<file path="config.mk">
export PLATFORM = sky130hd
export DESIGN_NAME = host_port_and_output_control
export DESIGN_NICKNAME = d
export VERILOG_FILES = /design/src/rtl/host_port_pkg.sv /design/src/rtl/host_port_and_output_control.sv
export VERILOG_INCLUDE_DIRS = /design/src /design/src/rtl
export SDC_FILE = /design/constraint.sdc
export NUM_CORES = 1
export LEC_CHECK = 0
export ABC_AREA = 1
export BUFFER_PORTS_ARGS = -buffer_cell sky130_fd_sc_hd__buf_2
export CAP_MARGIN = 20
export CORE_ASPECT_RATIO = 1.2
export CORE_UTILIZATION = 49
export DETAILED_ROUTE_END_ITERATION = 10
export PLACE_DENSITY = 0.75
export SYNTH_ARGS = -nofsm -noshare
export SYNTH_HDL_FRONTEND = slang
export SYNTH_SLANG_ARGS = --single-unit
</file>
<file path="constraint.sdc">
create_clock -name sys_clk_in -period 6.32 [get_ports sys_clk_in]
set_clock_uncertainty 0.15 [all_clocks]
set_input_delay 0.316 -clock sys_clk_in [delete_from_list [all_inputs] [get_ports sys_clk_in]]
set_output_delay 0.316 -clock sys_clk_in [all_outputs]
set_load 0.05 [all_outputs]
</file>
<file path="src/rtl/host_port_cfg.svh">
/*
  constants for the host port and output control block: widths, field
  positions and timing counts. assumes a 50 MHz system clock.
*/
`ifndef HOST_PORT_CFG_SVH
`define HOST_PORT_CFG_SVH

`define HP_DATA_W 16
`define HP_ADDR_W 14
`define HP_STREAMS 32
`define HP_TRI_CTRLS 16
`define HP_CLK_PERIOD_NS 20
// reset hold and post-reset quiet times, as printed
`define HP_RESET_HOLD_NS 1000
`define HP_WAKE_US 600
// wake time in cycles, rounded down
`define HP_WAKE_CYCLES ((`HP_WAKE_US * 1000) / `HP_CLK_PERIOD_NS)
// ack delay in cycles from a taken strobe to the completion signal
`define HP_ACK_DELAY 2
// bit of the control word that holds the output-stream-buffer enable
`define HP_CTRL_BUF_BIT 2
`define HP_CTRL_RESET 16'h0000
`define HP_IRQ_EN_BIT 0

`endif

</file>
<file path="src/rtl/host_port_pkg.sv">
/*
  types shared by the host port block: the bus request bundle
  and the access state. assumes host_port_cfg.svh for the widths.
*/
`include "host_port_cfg.svh"

package host_port_pkg;

  typedef struct packed {
    logic [`HP_ADDR_W-1:0] addr;
    logic [`HP_DATA_W-1:0] wdata;
    logic write;
  } host_req_type;

  typedef enum logic [1:0] {
    ST_IDLE,
    ST_WAIT,
    ST_DONE
  } access_state_type;

endpackage

</file>
<file path="src/rtl/host_port_and_output_control.sv">
/*
  non-multiplexed 16-bit host port with two bus styles, interrupt output and
  output-drive/reset control of the serial streams and external tristate
  controls. assumes a host on the pins (sampled through two flip-flops), an
  internal register space reached by the reg_* user ports, and a pll status
  input from the same clock domain.
*/
`timescale 1ns/1ps
`default_nettype none

// Function
// - drive enable high: streams and controls enabled
// - drive enable low: streams tristated, controls high
// - 16-bit bidirectional data bus
// - strobe style: acknowledge driven low when done
// - read/write style: ready goes low to high
// - chip select low opens an access
// - write strobe low means a write
// - strobe style: access needs strobe and select
// - read strobe low returns read data
// - 14-bit address decoded every access
// - style pin high strobe style, low read/write
// - interrupt low when pll status changes
// - reset: drivers off, defaults, counters cleared
// - controls enabled only with buffer bit set
module host_port_and_output_control
  import host_port_pkg::*;
#(
  parameter int WAKE_CYCLES = `HP_WAKE_CYCLES
) (
  // clock and reset
  input wire logic sys_clk_in,
  input wire logic rst_in,
  // host pins
  input wire logic chip_sel_n_in,
  input wire logic data_or_read_strobe_n_in,
  input wire logic rw_or_write_n_in,
  input wire logic host_bus_style_select_in,
  input wire logic [`HP_ADDR_W-1:0] host_address_bus_in,
  input wire logic [`HP_DATA_W-1:0] host_data_bus_in,
  output logic [`HP_DATA_W-1:0] host_data_bus_out,
  output logic host_data_bus_oe_out,
  output logic transfer_ack_out,
  output logic transfer_ack_oe_out,
  output logic irq_n_out,
  output logic irq_n_oe_out,
  // output drive control
  input wire logic output_drive_enable_in,
  input wire logic [`HP_STREAMS-1:0] stream_oe_req_in,
  input wire logic [`HP_TRI_CTRLS-1:0] tri_ctrl_req_in,
  output logic [`HP_STREAMS-1:0] serial_out_streams_oe_out,
  output logic [`HP_TRI_CTRLS-1:0] ext_tristate_ctrl_out,
  // internal register space
  output logic reg_req_out,
  output host_req_type reg_req_data_out,
  input wire logic [`HP_DATA_W-1:0] reg_rdata_in,
  input wire logic [`HP_DATA_W-1:0] ctrl_word_in,
  input wire logic pll_status_in,
  output logic ready_for_access_out
);

  // pin synchronisers: first stage read only by the second
  localparam int SYNC_W = 4 + `HP_ADDR_W + `HP_DATA_W + 1;
  // reset to the pins' idle levels: select, strobe and direction high, style
  // pin at its pull-up level, drive enable off; an all-zero reset would look
  // like a host access on the first edges after release
  localparam logic [SYNC_W-1:0] SYNC_IDLE = {4'hf, {`HP_ADDR_W{1'b0}}, {`HP_DATA_W{1'b0}}, 1'b0};
  logic [SYNC_W-1:0] sync1_q;
  logic [SYNC_W-1:0] sync2_q;
  always_ff @(posedge sys_clk_in or posedge rst_in) begin
    if (rst_in) begin
      sync1_q <= SYNC_IDLE;
      sync2_q <= SYNC_IDLE;
    end else begin
      sync1_q <= {chip_sel_n_in, data_or_read_strobe_n_in, rw_or_write_n_in,
                  host_bus_style_select_in, host_address_bus_in, host_data_bus_in,
                  output_drive_enable_in};
      sync2_q <= sync1_q;
    end
  end

  logic cs_n_s, strobe_n_s, rw_s, style_s, ode_s;
  logic [`HP_ADDR_W-1:0] addr_s;
  logic [`HP_DATA_W-1:0] wdata_s;
  assign {cs_n_s, strobe_n_s, rw_s, style_s, addr_s, wdata_s, ode_s} = sync2_q;

  // decode the active access from the selected bus style
  logic active, is_write;
  always_comb begin
    if (style_s) begin
      active = !cs_n_s && !strobe_n_s;
      is_write = !rw_s;
    end else begin
      active = !cs_n_s && (!strobe_n_s || !rw_s);
      is_write = !rw_s;
    end
  end

  // post-reset wake counter, cleared by reset
  // the count is only reported; the pins are not gated by it
  logic [$clog2(WAKE_CYCLES+1)-1:0] wake_q;
  always_ff @(posedge sys_clk_in or posedge rst_in) begin
    if (rst_in) begin
      wake_q <= '0;
    end else if (wake_q != WAKE_CYCLES[$clog2(WAKE_CYCLES+1)-1:0]) begin
      wake_q <= wake_q + 1'b1;
    end
  end
  assign ready_for_access_out = (wake_q == WAKE_CYCLES[$clog2(WAKE_CYCLES+1)-1:0]);

  // access state machine: take, wait, complete until strobe release
  // wait counts the ack delay so the register space can answer a read
  access_state_type state_q;
  logic [1:0] delay_q;
  logic rd_q;
  always_ff @(posedge sys_clk_in or posedge rst_in) begin
    if (rst_in) begin
      state_q <= ST_IDLE;
      delay_q <= '0;
      rd_q <= 1'b0;
    end else begin
      case (state_q)
        ST_IDLE: begin
          if (active) begin
            state_q <= ST_WAIT;
            delay_q <= '0;
            rd_q <= !is_write;
          end
        end
        ST_WAIT: begin
          delay_q <= delay_q + 1'b1;
          if (delay_q == 2'(`HP_ACK_DELAY - 1)) begin
            state_q <= ST_DONE;
          end
        end
        ST_DONE: begin
          if (!active) begin
            state_q <= ST_IDLE;
            rd_q <= 1'b0;
          end
        end
        default: state_q <= ST_IDLE;
      endcase
    end
  end

  // one-cycle request to the register space, with the decoded address
  always_ff @(posedge sys_clk_in or posedge rst_in) begin
    if (rst_in) begin
      reg_req_out <= 1'b0;
      reg_req_data_out <= '0;
    end else begin
      reg_req_out <= (state_q == ST_IDLE) && active;
      if ((state_q == ST_IDLE) && active) begin
        reg_req_data_out <= '{addr: addr_s, wdata: wdata_s, write: is_write};
      end
    end
  end

  // read data captured on completion
  // sampled in every wait cycle; the value of the last one stands
  always_ff @(posedge sys_clk_in or posedge rst_in) begin
    if (rst_in) begin
      host_data_bus_out <= '0;
    end else if (state_q == ST_WAIT && rd_q) begin
      host_data_bus_out <= reg_rdata_in;
    end
  end
  assign host_data_bus_oe_out = rd_q && !cs_n_s && !strobe_n_s;

  // completion signal: ack low in strobe style, ready rises in the other
  // strobe style releases the pin outside done, so the pull-up holds it high;
  // the other style drives it low through wait so that its rise marks the end
  logic done;
  assign done = (state_q == ST_DONE);
  always_comb begin
    if (style_s) begin
      transfer_ack_out = !done;
      transfer_ack_oe_out = done;
    end else begin
      transfer_ack_out = done;
      transfer_ack_oe_out = (state_q != ST_IDLE);
    end
  end

  // interrupt on pll status change, held until the next register read of any address;
  // pll_seen_q skips the first cycle after reset, when pll_q has no history
  logic pll_q, irq_q, pll_seen_q;
  always_ff @(posedge sys_clk_in or posedge rst_in) begin
    if (rst_in) begin
      pll_q <= 1'b0;
      pll_seen_q <= 1'b0;
      irq_q <= 1'b0;
    end else begin
      pll_q <= pll_status_in;
      pll_seen_q <= 1'b1;
      if (pll_seen_q && (pll_q != pll_status_in) && ctrl_word_in[`HP_IRQ_EN_BIT]) begin
        irq_q <= 1'b1;
      end else if (reg_req_out && !reg_req_data_out.write) begin
        irq_q <= 1'b0;
      end
    end
  end
  assign irq_n_out = 1'b0;
  assign irq_n_oe_out = irq_q; // open drain, low when pending

  // stream drivers follow drive enable; tristate controls follow drive enable and buffer bit
  logic streams_on, ctrl_on;
  assign streams_on = ode_s && !rst_in;
  assign ctrl_on = streams_on && ctrl_word_in[`HP_CTRL_BUF_BIT];
  always_ff @(posedge sys_clk_in or posedge rst_in) begin
    if (rst_in) begin
      serial_out_streams_oe_out <= '0;
      ext_tristate_ctrl_out <= '1;
    end else begin
      serial_out_streams_oe_out <= streams_on ? stream_oe_req_in : '0;
      ext_tristate_ctrl_out <= ctrl_on ? tri_ctrl_req_in : '1;
    end
  end

endmodule // host_port_and_output_control

`default_nettype wire

</file>
==> summary.md, run 1 <==
| Metric | Value |
|---|---|
| Width of the die | `106 um` |
| Area of the core | `0.0127 sq mm` |
| Kind of cell adding the most delay to the critical path | `simple AND/OR/NAND/NOR gates` |
| Post-placement worst setup slack | `3.26 ns` |
| Final setup margin | `3.67 ns` |
| Number of distinct standard cells referenced by the synthesized netlist | `26` |
| Die Y | `127 um` |
| Post-DR vias/cell | `4.64` |
| Post-detailed-route DRC marker count | `0` |
| Mapped Nets | `689` |
| Area enclosed by the die boundary | `0.0135 sq mm` |
| Launching element type of the critical path | `input pin` |
| Count of warnings emitted by yosys | `0` |
| Leading cell types by total area after synthesis | `dfrtp_1 (64%), nand2_1 (11%), dfstp_2 (9.8%)` |
| Longest individual stage delay on the worst path | `0.64 ns` |
| Post-route non-filler standard cell count | `1054` |
| Worst-Margin Slew | `0.974 ns` |
| Commonest non-fill, non-tap cell in the layout | `buf_2` |
| Fraction of final layout cells sized beyond drive strength 1 | `30.7%` |
| Cell area after synthesis | `0.00641 sq mm` |
| Clock slew at reported path FFs | `0.07 ns` |
| Final total negative setup slack | `0 ns` |
| Max Freq | `377 MHz` |
| Count of TritonRoute iterations in the first routing pass | `4` |
| TritonCTS clock tree | `yes` |
| Total wire length | `14.7 mm` |
| Worst Setup Path Type | `in2reg` |
| Number of pins exceeding their max-slew limit in the final report | `0` |
| Top library cells by usage in the layout, fill and taps aside | `buf_2 (204), nand2_1 (182), dfrtp_1 (165)` |
| Cell with the biggest individual delay on the critical path | `nor2_2` |
| Largest net degree at the start of global routing | `110` |
| Maximum clock insertion buffer count | `2` |
| Leakage dissipation | `4.88 nW` |
| Power per cell area | `413 mW/mm^2` |
| First-pass GRT wire length | `23.7 mm` |
| Worst R2R Setup Slack | `4.45 ns` |
| Max VDD drop | `345 uV` |
| Weighted congestion at the end of routability-driven global placement | `0.842` |
| Std-Cell Rows | `45` |
| Gate count of the mapped netlist | `568` |
| Tmin final | `2.65 ns` |
| Count of port buffers added during placement | `204` |
| Post-CTS repair timing setup buffer count | `0` |
| Worst hold path type | `in2reg` |
| Number of design-rule violations left by the first detailed-router iteration | `217` |
| Cell repeated most along the worst path | `nand2_1` |
| Clock buffers created by TritonCTS | `17` |
| Number of maximum-capacitance constraint violations | `0` |
| Final Hold Viols | `0` |
| Register area share after synthesis | `74.3%` |
| CP Cell Sequence | `dlygate4sd3_1 > buf_2 > inv_8 > nand2_1 > nor2_2 > nand2_1` |
| RSZ-0062 raised after global routing | `false` |
| Root buffer cell | `clkbuf_16` |
| Final routed wire length divided by cell count | `13.9 um` |
| Status | `finished clean` |
| Crit. End Element | `flip-flop` |
| Arrival time at the worst endpoint | `2.81 ns` |
| Worst Path Buf+Inv | `3` |
| Detailed-placement wirelength estimate | `8.61 mm` |
| Library cell occupying the most area in the post-synthesis netlist | `dfrtp_1` |
| Antenna-violating nets left | `0` |
| Peak fanout along the critical path | `109` |
| Gr ovfl total | `0` |
| Initial antenna violation count | `0` |
| Relative slew margins | `35.1%` |
| FF+latch count, synth | `189` |
| Overall Global Routing Usage | `22.7%` |
| Required @ worst endpoint | `6.48 ns` |
| Cell count after placement | `922` |
| Initial Utilization | `50.4%` |
| Clock latency reported for the late side of the worst-skew pair | `0.42 ns` |
| Final number of setup-violating endpoints | `0` |
| Final critical-path share of the clock period | `42.0%` |
| I/O pin count | `220` |
| H-Tree Level Count | `4` |
| Via count | `4889` |
| Count of inserted antenna diode cells | `0` |
| Hold_ws | `0.0232 ns` |
| Net count, final | `998` |
| Sink Count | `189` |
| Synth top area share | `64.4%` |
| Via count of the first global-routing pass | `5088` |
| Layout overhead on the synthesized area | `43.1%` |
| Post-Syn Area per Cell | `11.3 sq um` |
## flip-flops by register name, summed over array words and instances (netlist names), 2 cells and up
name / cells
sync1_q: 35
wake_q: 15
ext_tristate_ctrl_out: 16
delay_q: 2
host_data_bus_out: 16
sync2_q: 35
state_q: 2
reg_req_data_out: 31
serial_out_streams_oe_out: 32
## Yosys cell counts
master,count
nand3_1,29
nor2_4,3
o21ai_2,1
dfstp_2,24
ha_1,3
buf_6,3
o21ai_0,5
clkbuf_1,3
xor2_1,4
nor2_1,48
buf_4,1
inv_4,1
xnor2_1,7
and2_1,1
nor2_2,1
dfrtp_1,165
or2_0,2
inv_2,2
buf_2,8
nand3_4,1
conb_1,2
nand2_1,182
nand4_1,4
inv_1,66
a21oi_1,1
nand2_2,1
## through the flow
step	util [%]	total power, W	cell area [sq um]
2_1_floorplan	-	0.00239	6410
3_3_place_gp	59.4	0.00264	7560
3_5_place_dp	59.4	0.00268	7560
4_1_cts	71.9	0.00380	9160
5_1_grt	72.1	0.00396	9170
6_report	72.1	0.00378	9170
## final timing paths
path                       cells past startpoint             from                       endpoint
setup / recovery                               6           rst_in       ext_tristate_ctrl_out[7]
hold / removal                                 3  reg_rdata_in[6]           host_data_bus_out[6]
setup reg to reg                               5       state_q[1]                           rd_q
hold reg to reg                                0      sync1_q[26]                    sync2_q[26]
max in group asynchronous                      4           rst_in           host_data_bus_out[2]
min in group asynchronous                      3           rst_in  serial_out_streams_oe_out[12]
## worst register-to-register path, delay by kind of cell (launching register included)
family / cells / cell delay, ns
buffers and inverters: 1 / 0.47
DFF: 1 / 0.42
and+or+nand+nor: 4 / 0.77
## power by group
part | total (W) | switching, W | internal, W | leakage (nW)
sequential | 0.00152 | 0.000114 | 0.00141 | 2.29
clock | 0.00107 | 0.000477 | 0.000598 | 0.285
combinational | 0.00119 | 0.000907 | 0.000278 | 2.30
## cells by family (layout without fill, tap and decap cells)
| family | count (synthesis) | in the layout | share of synthesized area, % |
|---|---|---|---|
| fa+ha+maj | 3 | 3 | 0.586 |
| xor+xnor | 11 | 11 | 1.50 |
| buf+inv | 84 | 406 | 5.52 |
| flops | 189 | 189 | 74.3 |
| other cells | 2 | 2 | 0.117 |
| compound gates | 7 | 7 | 0.605 |
| simple gates | 272 | 272 | 17.4 |
## final cells by class
cell class	instances	area [sq um]
Clock buffer	17	425
Sequential cell	189	4760
Inverter	69	269
Timing Repair Buffer	305	2030
Clock inverter	15	180
Tap cell	164	205
Fill cell	827	3550
Multi-Input combinational cell	295	1300
## what timing repair did
action / in CTS / in global routing
endpoints found under the hold margin: 189 / 0
hold buffers: 99 / 0
gates resized for setup: 0 / 0
## routing by layer
layer  routed length (um)  GRT usage, %  vias to the layer above  part of all wire, %
met5                    0             0                        -                    0
met1                 5920          26.6                     2382                   40
met2                 7630          40.4                      181                   52
met3                  922          6.38                       17                  6.3
li1                     -             -                     2309                    -
met4                  193          6.85                        0                  1.3
Power figures use the tool's default switching activity.
==> run 2: changes to the inputs <==
- clock period: 6.32 -> 2.8 ns (I/O delays scaled with it)
==> summary.md, run 2 (same netlist as run 1, synthesis figures left out) <==
| Metric | Value |
|---|---|
| Clock latency reported for the late side of the worst-skew pair | `0.42 ns` |
| Final critical-path share of the clock period | `83.2%` |
| Commonest non-fill, non-tap cell in the layout | `buf_2` |
| Worst reg2reg path startpoint | `sync2_q[0]` |
| Via count | `4980` |
| Final routed wire length divided by cell count | `14.4 um` |
| Top library cells by usage in the layout, fill and taps aside | `buf_2 (204), nand2_1 (182), dfrtp_1 (165)` |
| Number of maximum-capacitance constraint violations | `0` |
| Initial antenna violation count | `0` |
| Status | `finished clean` |
| Area of the core | `0.0127 sq mm` |
| Crit. End Element | `flip-flop` |
| Detailed-placement wirelength estimate | `8.52 mm` |
| Antenna-violating nets left | `0` |
| First-pass GRT wire length | `25.1 mm` |
| Max VDD drop | `822 uV` |
| TritonCTS clock tree | `yes` |
| Power per cell area | `908 mW/mm^2` |
| Tmin final | `2.33 ns` |
| Internal Dissipation | `0.00519 W` |
| Final number of setup-violating endpoints | `0` |
| Max Freq | `429 MHz` |
| Weighted congestion at the end of routability-driven global placement | `0.852` |
| Leakage dissipation | `4.92 nW` |
| H-Tree Level Count | `4` |
| Source of the critical timing path | `rst_in` |
| Initial Utilization | `50.4%` |
| Capturing point of the worst reg2reg path | `ext_tristate_ctrl_out[13]` |
| Area enclosed by the die boundary | `0.0135 sq mm` |
| Registers with the most flip-flops | `sync1_q: 35 flops, sync2_q: 35 flops, serial_out_streams_oe_out: 32 flops` |
| Post-detailed-route DRC marker count | `0` |
| Arrival time at the worst endpoint | `2.52 ns` |
| FF-to-FF path depth | `5` |
| Largest net degree at the start of global routing | `190` |
| Gr ovfl total | `0` |
| Count of inserted antenna diode cells | `0` |
| Post-DR vias/cell | `4.64` |
| Worst hold path type | `reg2reg` |
| Required @ worst endpoint | `2.99 ns` |
| Final total power | `0.00850 W` |
| RSZ-0062 raised after global routing | `false` |
| Relative slew margins | `35.0%` |
| Count of TritonRoute iterations in the first routing pass | `4` |
| Fillcell total | `796` |
| Clock power frac | `27.8%` |
| Std-Cell Rows | `45` |
| Die Y | `127 um` |
| Worst-Margin Slew | `0.975 ns` |
| Clock slew at reported path FFs | `0.07 ns` |
| Count of port buffers added during placement | `204` |
| Number of pins exceeding their max-slew limit in the final report | `0` |
| Via count of the first global-routing pass | `5336` |
| Endpoint of the worst setup timing path | `ext_tristate_ctrl_out[13]` |
| Area of all placed cells without fillers | `0.00936 sq mm` |
| Worst R2R Setup Slack | `0.55 ns` |
| Fraction of final layout cells sized beyond drive strength 1 | `30.1%` |
| Net Sw Frac | `38.9%` |
| Combinational share of power | `32.0%` |
| Final Hold Viols | `0` |
| Net count, final | `1018` |
| Switching pwr | `0.00330 W` |
| Post-CTS repair timing setup buffer count | `0` |
| Layout overhead on the synthesized area | `46.0%` |
| Root buffer cell | `clkbuf_16` |
| Placed Area | `0.00758 sq mm` |
| Clock buffers created by TritonCTS | `17` |
| Maximum clock insertion buffer count | `2` |
| Peak fanout along the critical path | `33` |
| Total wire length | `15.5 mm` |
| Launching element type of the critical path | `input pin` |
| Overall Global Routing Usage | `24.4%` |
| Part of the power in registers | `40.2%` |
| I/O pin count | `220` |
| Worst Setup Path Type | `in2reg` |
| Number of design-rule violations left by the first detailed-router iteration | `322` |
| Width of the die | `106 um` |
| Sink Count | `189` |
## run 2: worst max-delay path, stage by stage
cell and delay, ns:
dlygate4sd3_1 0.54, buf_2 0.14, clkinvlp_4 0.08, nand2_1 0.05, buf_4 0.24, nor2_2 0.56, nand2_1 0.14, dlygate4sd3_1 0.63
## run 2: power by group through the flow
stage / clock network, W / registers (W) / logic (W)
2_1_floorplan: 0 / 0.00469 / 0.000711
3_3_place_gp: 0 / 0.00343 / 0.00254
3_5_place_dp: 0 / 0.00345 / 0.00259
4_1_cts: 0.00242 / 0.00340 / 0.00272
5_1_grt: 0.00252 / 0.00346 / 0.00292
6_report: 0.00236 / 0.00341 / 0.00272
## run 2: through the flow
stage / TNS, ns / hold WS, ns / std cells / utilization, % / setup WS [ns]
finish: 0 / 0.199 / 1074 / 73.5 / 0.469
global route: 0 / 0.203 / 1074 / 73.5 / 0.367
CTS: 0 / 0.186 / 1074 / 73.5 / 0.601
detailed placement: 0 / 0.0969 / 924 / 59.6 / 0.918
global placement: 0 / 0.0966 / 924 / 59.6 / 0.972
floorplan: -57.65 / -0.00552 / 568 / - / -1.25
## run 2: repair_timing
action                    CTS  global route
resized for setup           0             0
hold buffers              118             0
hold endpoints to repair  266             0
## run 2: layer usage
| metal | vias to the layer above | part of all wire (%) | global-route usage [%] |
|---|---|---|---|
| met3 | 32 | 7.1 | 6.84 |
| met1 | 2375 | 39 | 27.4 |
| met4 | 0 | 2.8 | 10.9 |
| met5 | - | 0 | 0 |
| li1 | 2352 | - | - |
| met2 | 221 | 51 | 43.0 |
## run 2: cell type report
class                      instances  area, sq um  share of cell area, %
multi-input combinational        295         1300                   13.9
clock inverter                    13          140                   1.50
clock buffer                      19          453                   4.84
sequential                       189         4760                   50.9
tap                              164          205                   2.19
timing repair buffer             325         2240                   23.9
inverter                          69          265                   2.83
## run 2: how the worst min path moves through the flow
| stage | start | to | cells past startpoint |
|---|---|---|---|
| after detailed placement | rw_or_write_n_in | sync1_q[32] | 1 |
| after CTS | host_data_bus_in[4] | sync1_q[5] | 2 |
| after global placement | rw_or_write_n_in | sync1_q[32] | 1 |
| final | sync1_q[0] | sync2_q[0] | 0 |
| after global routing | host_address_bus_in[3] | sync1_q[20] | 2 |
| after floorplan | host_bus_style_select_in | sync1_q[31] | 0 |
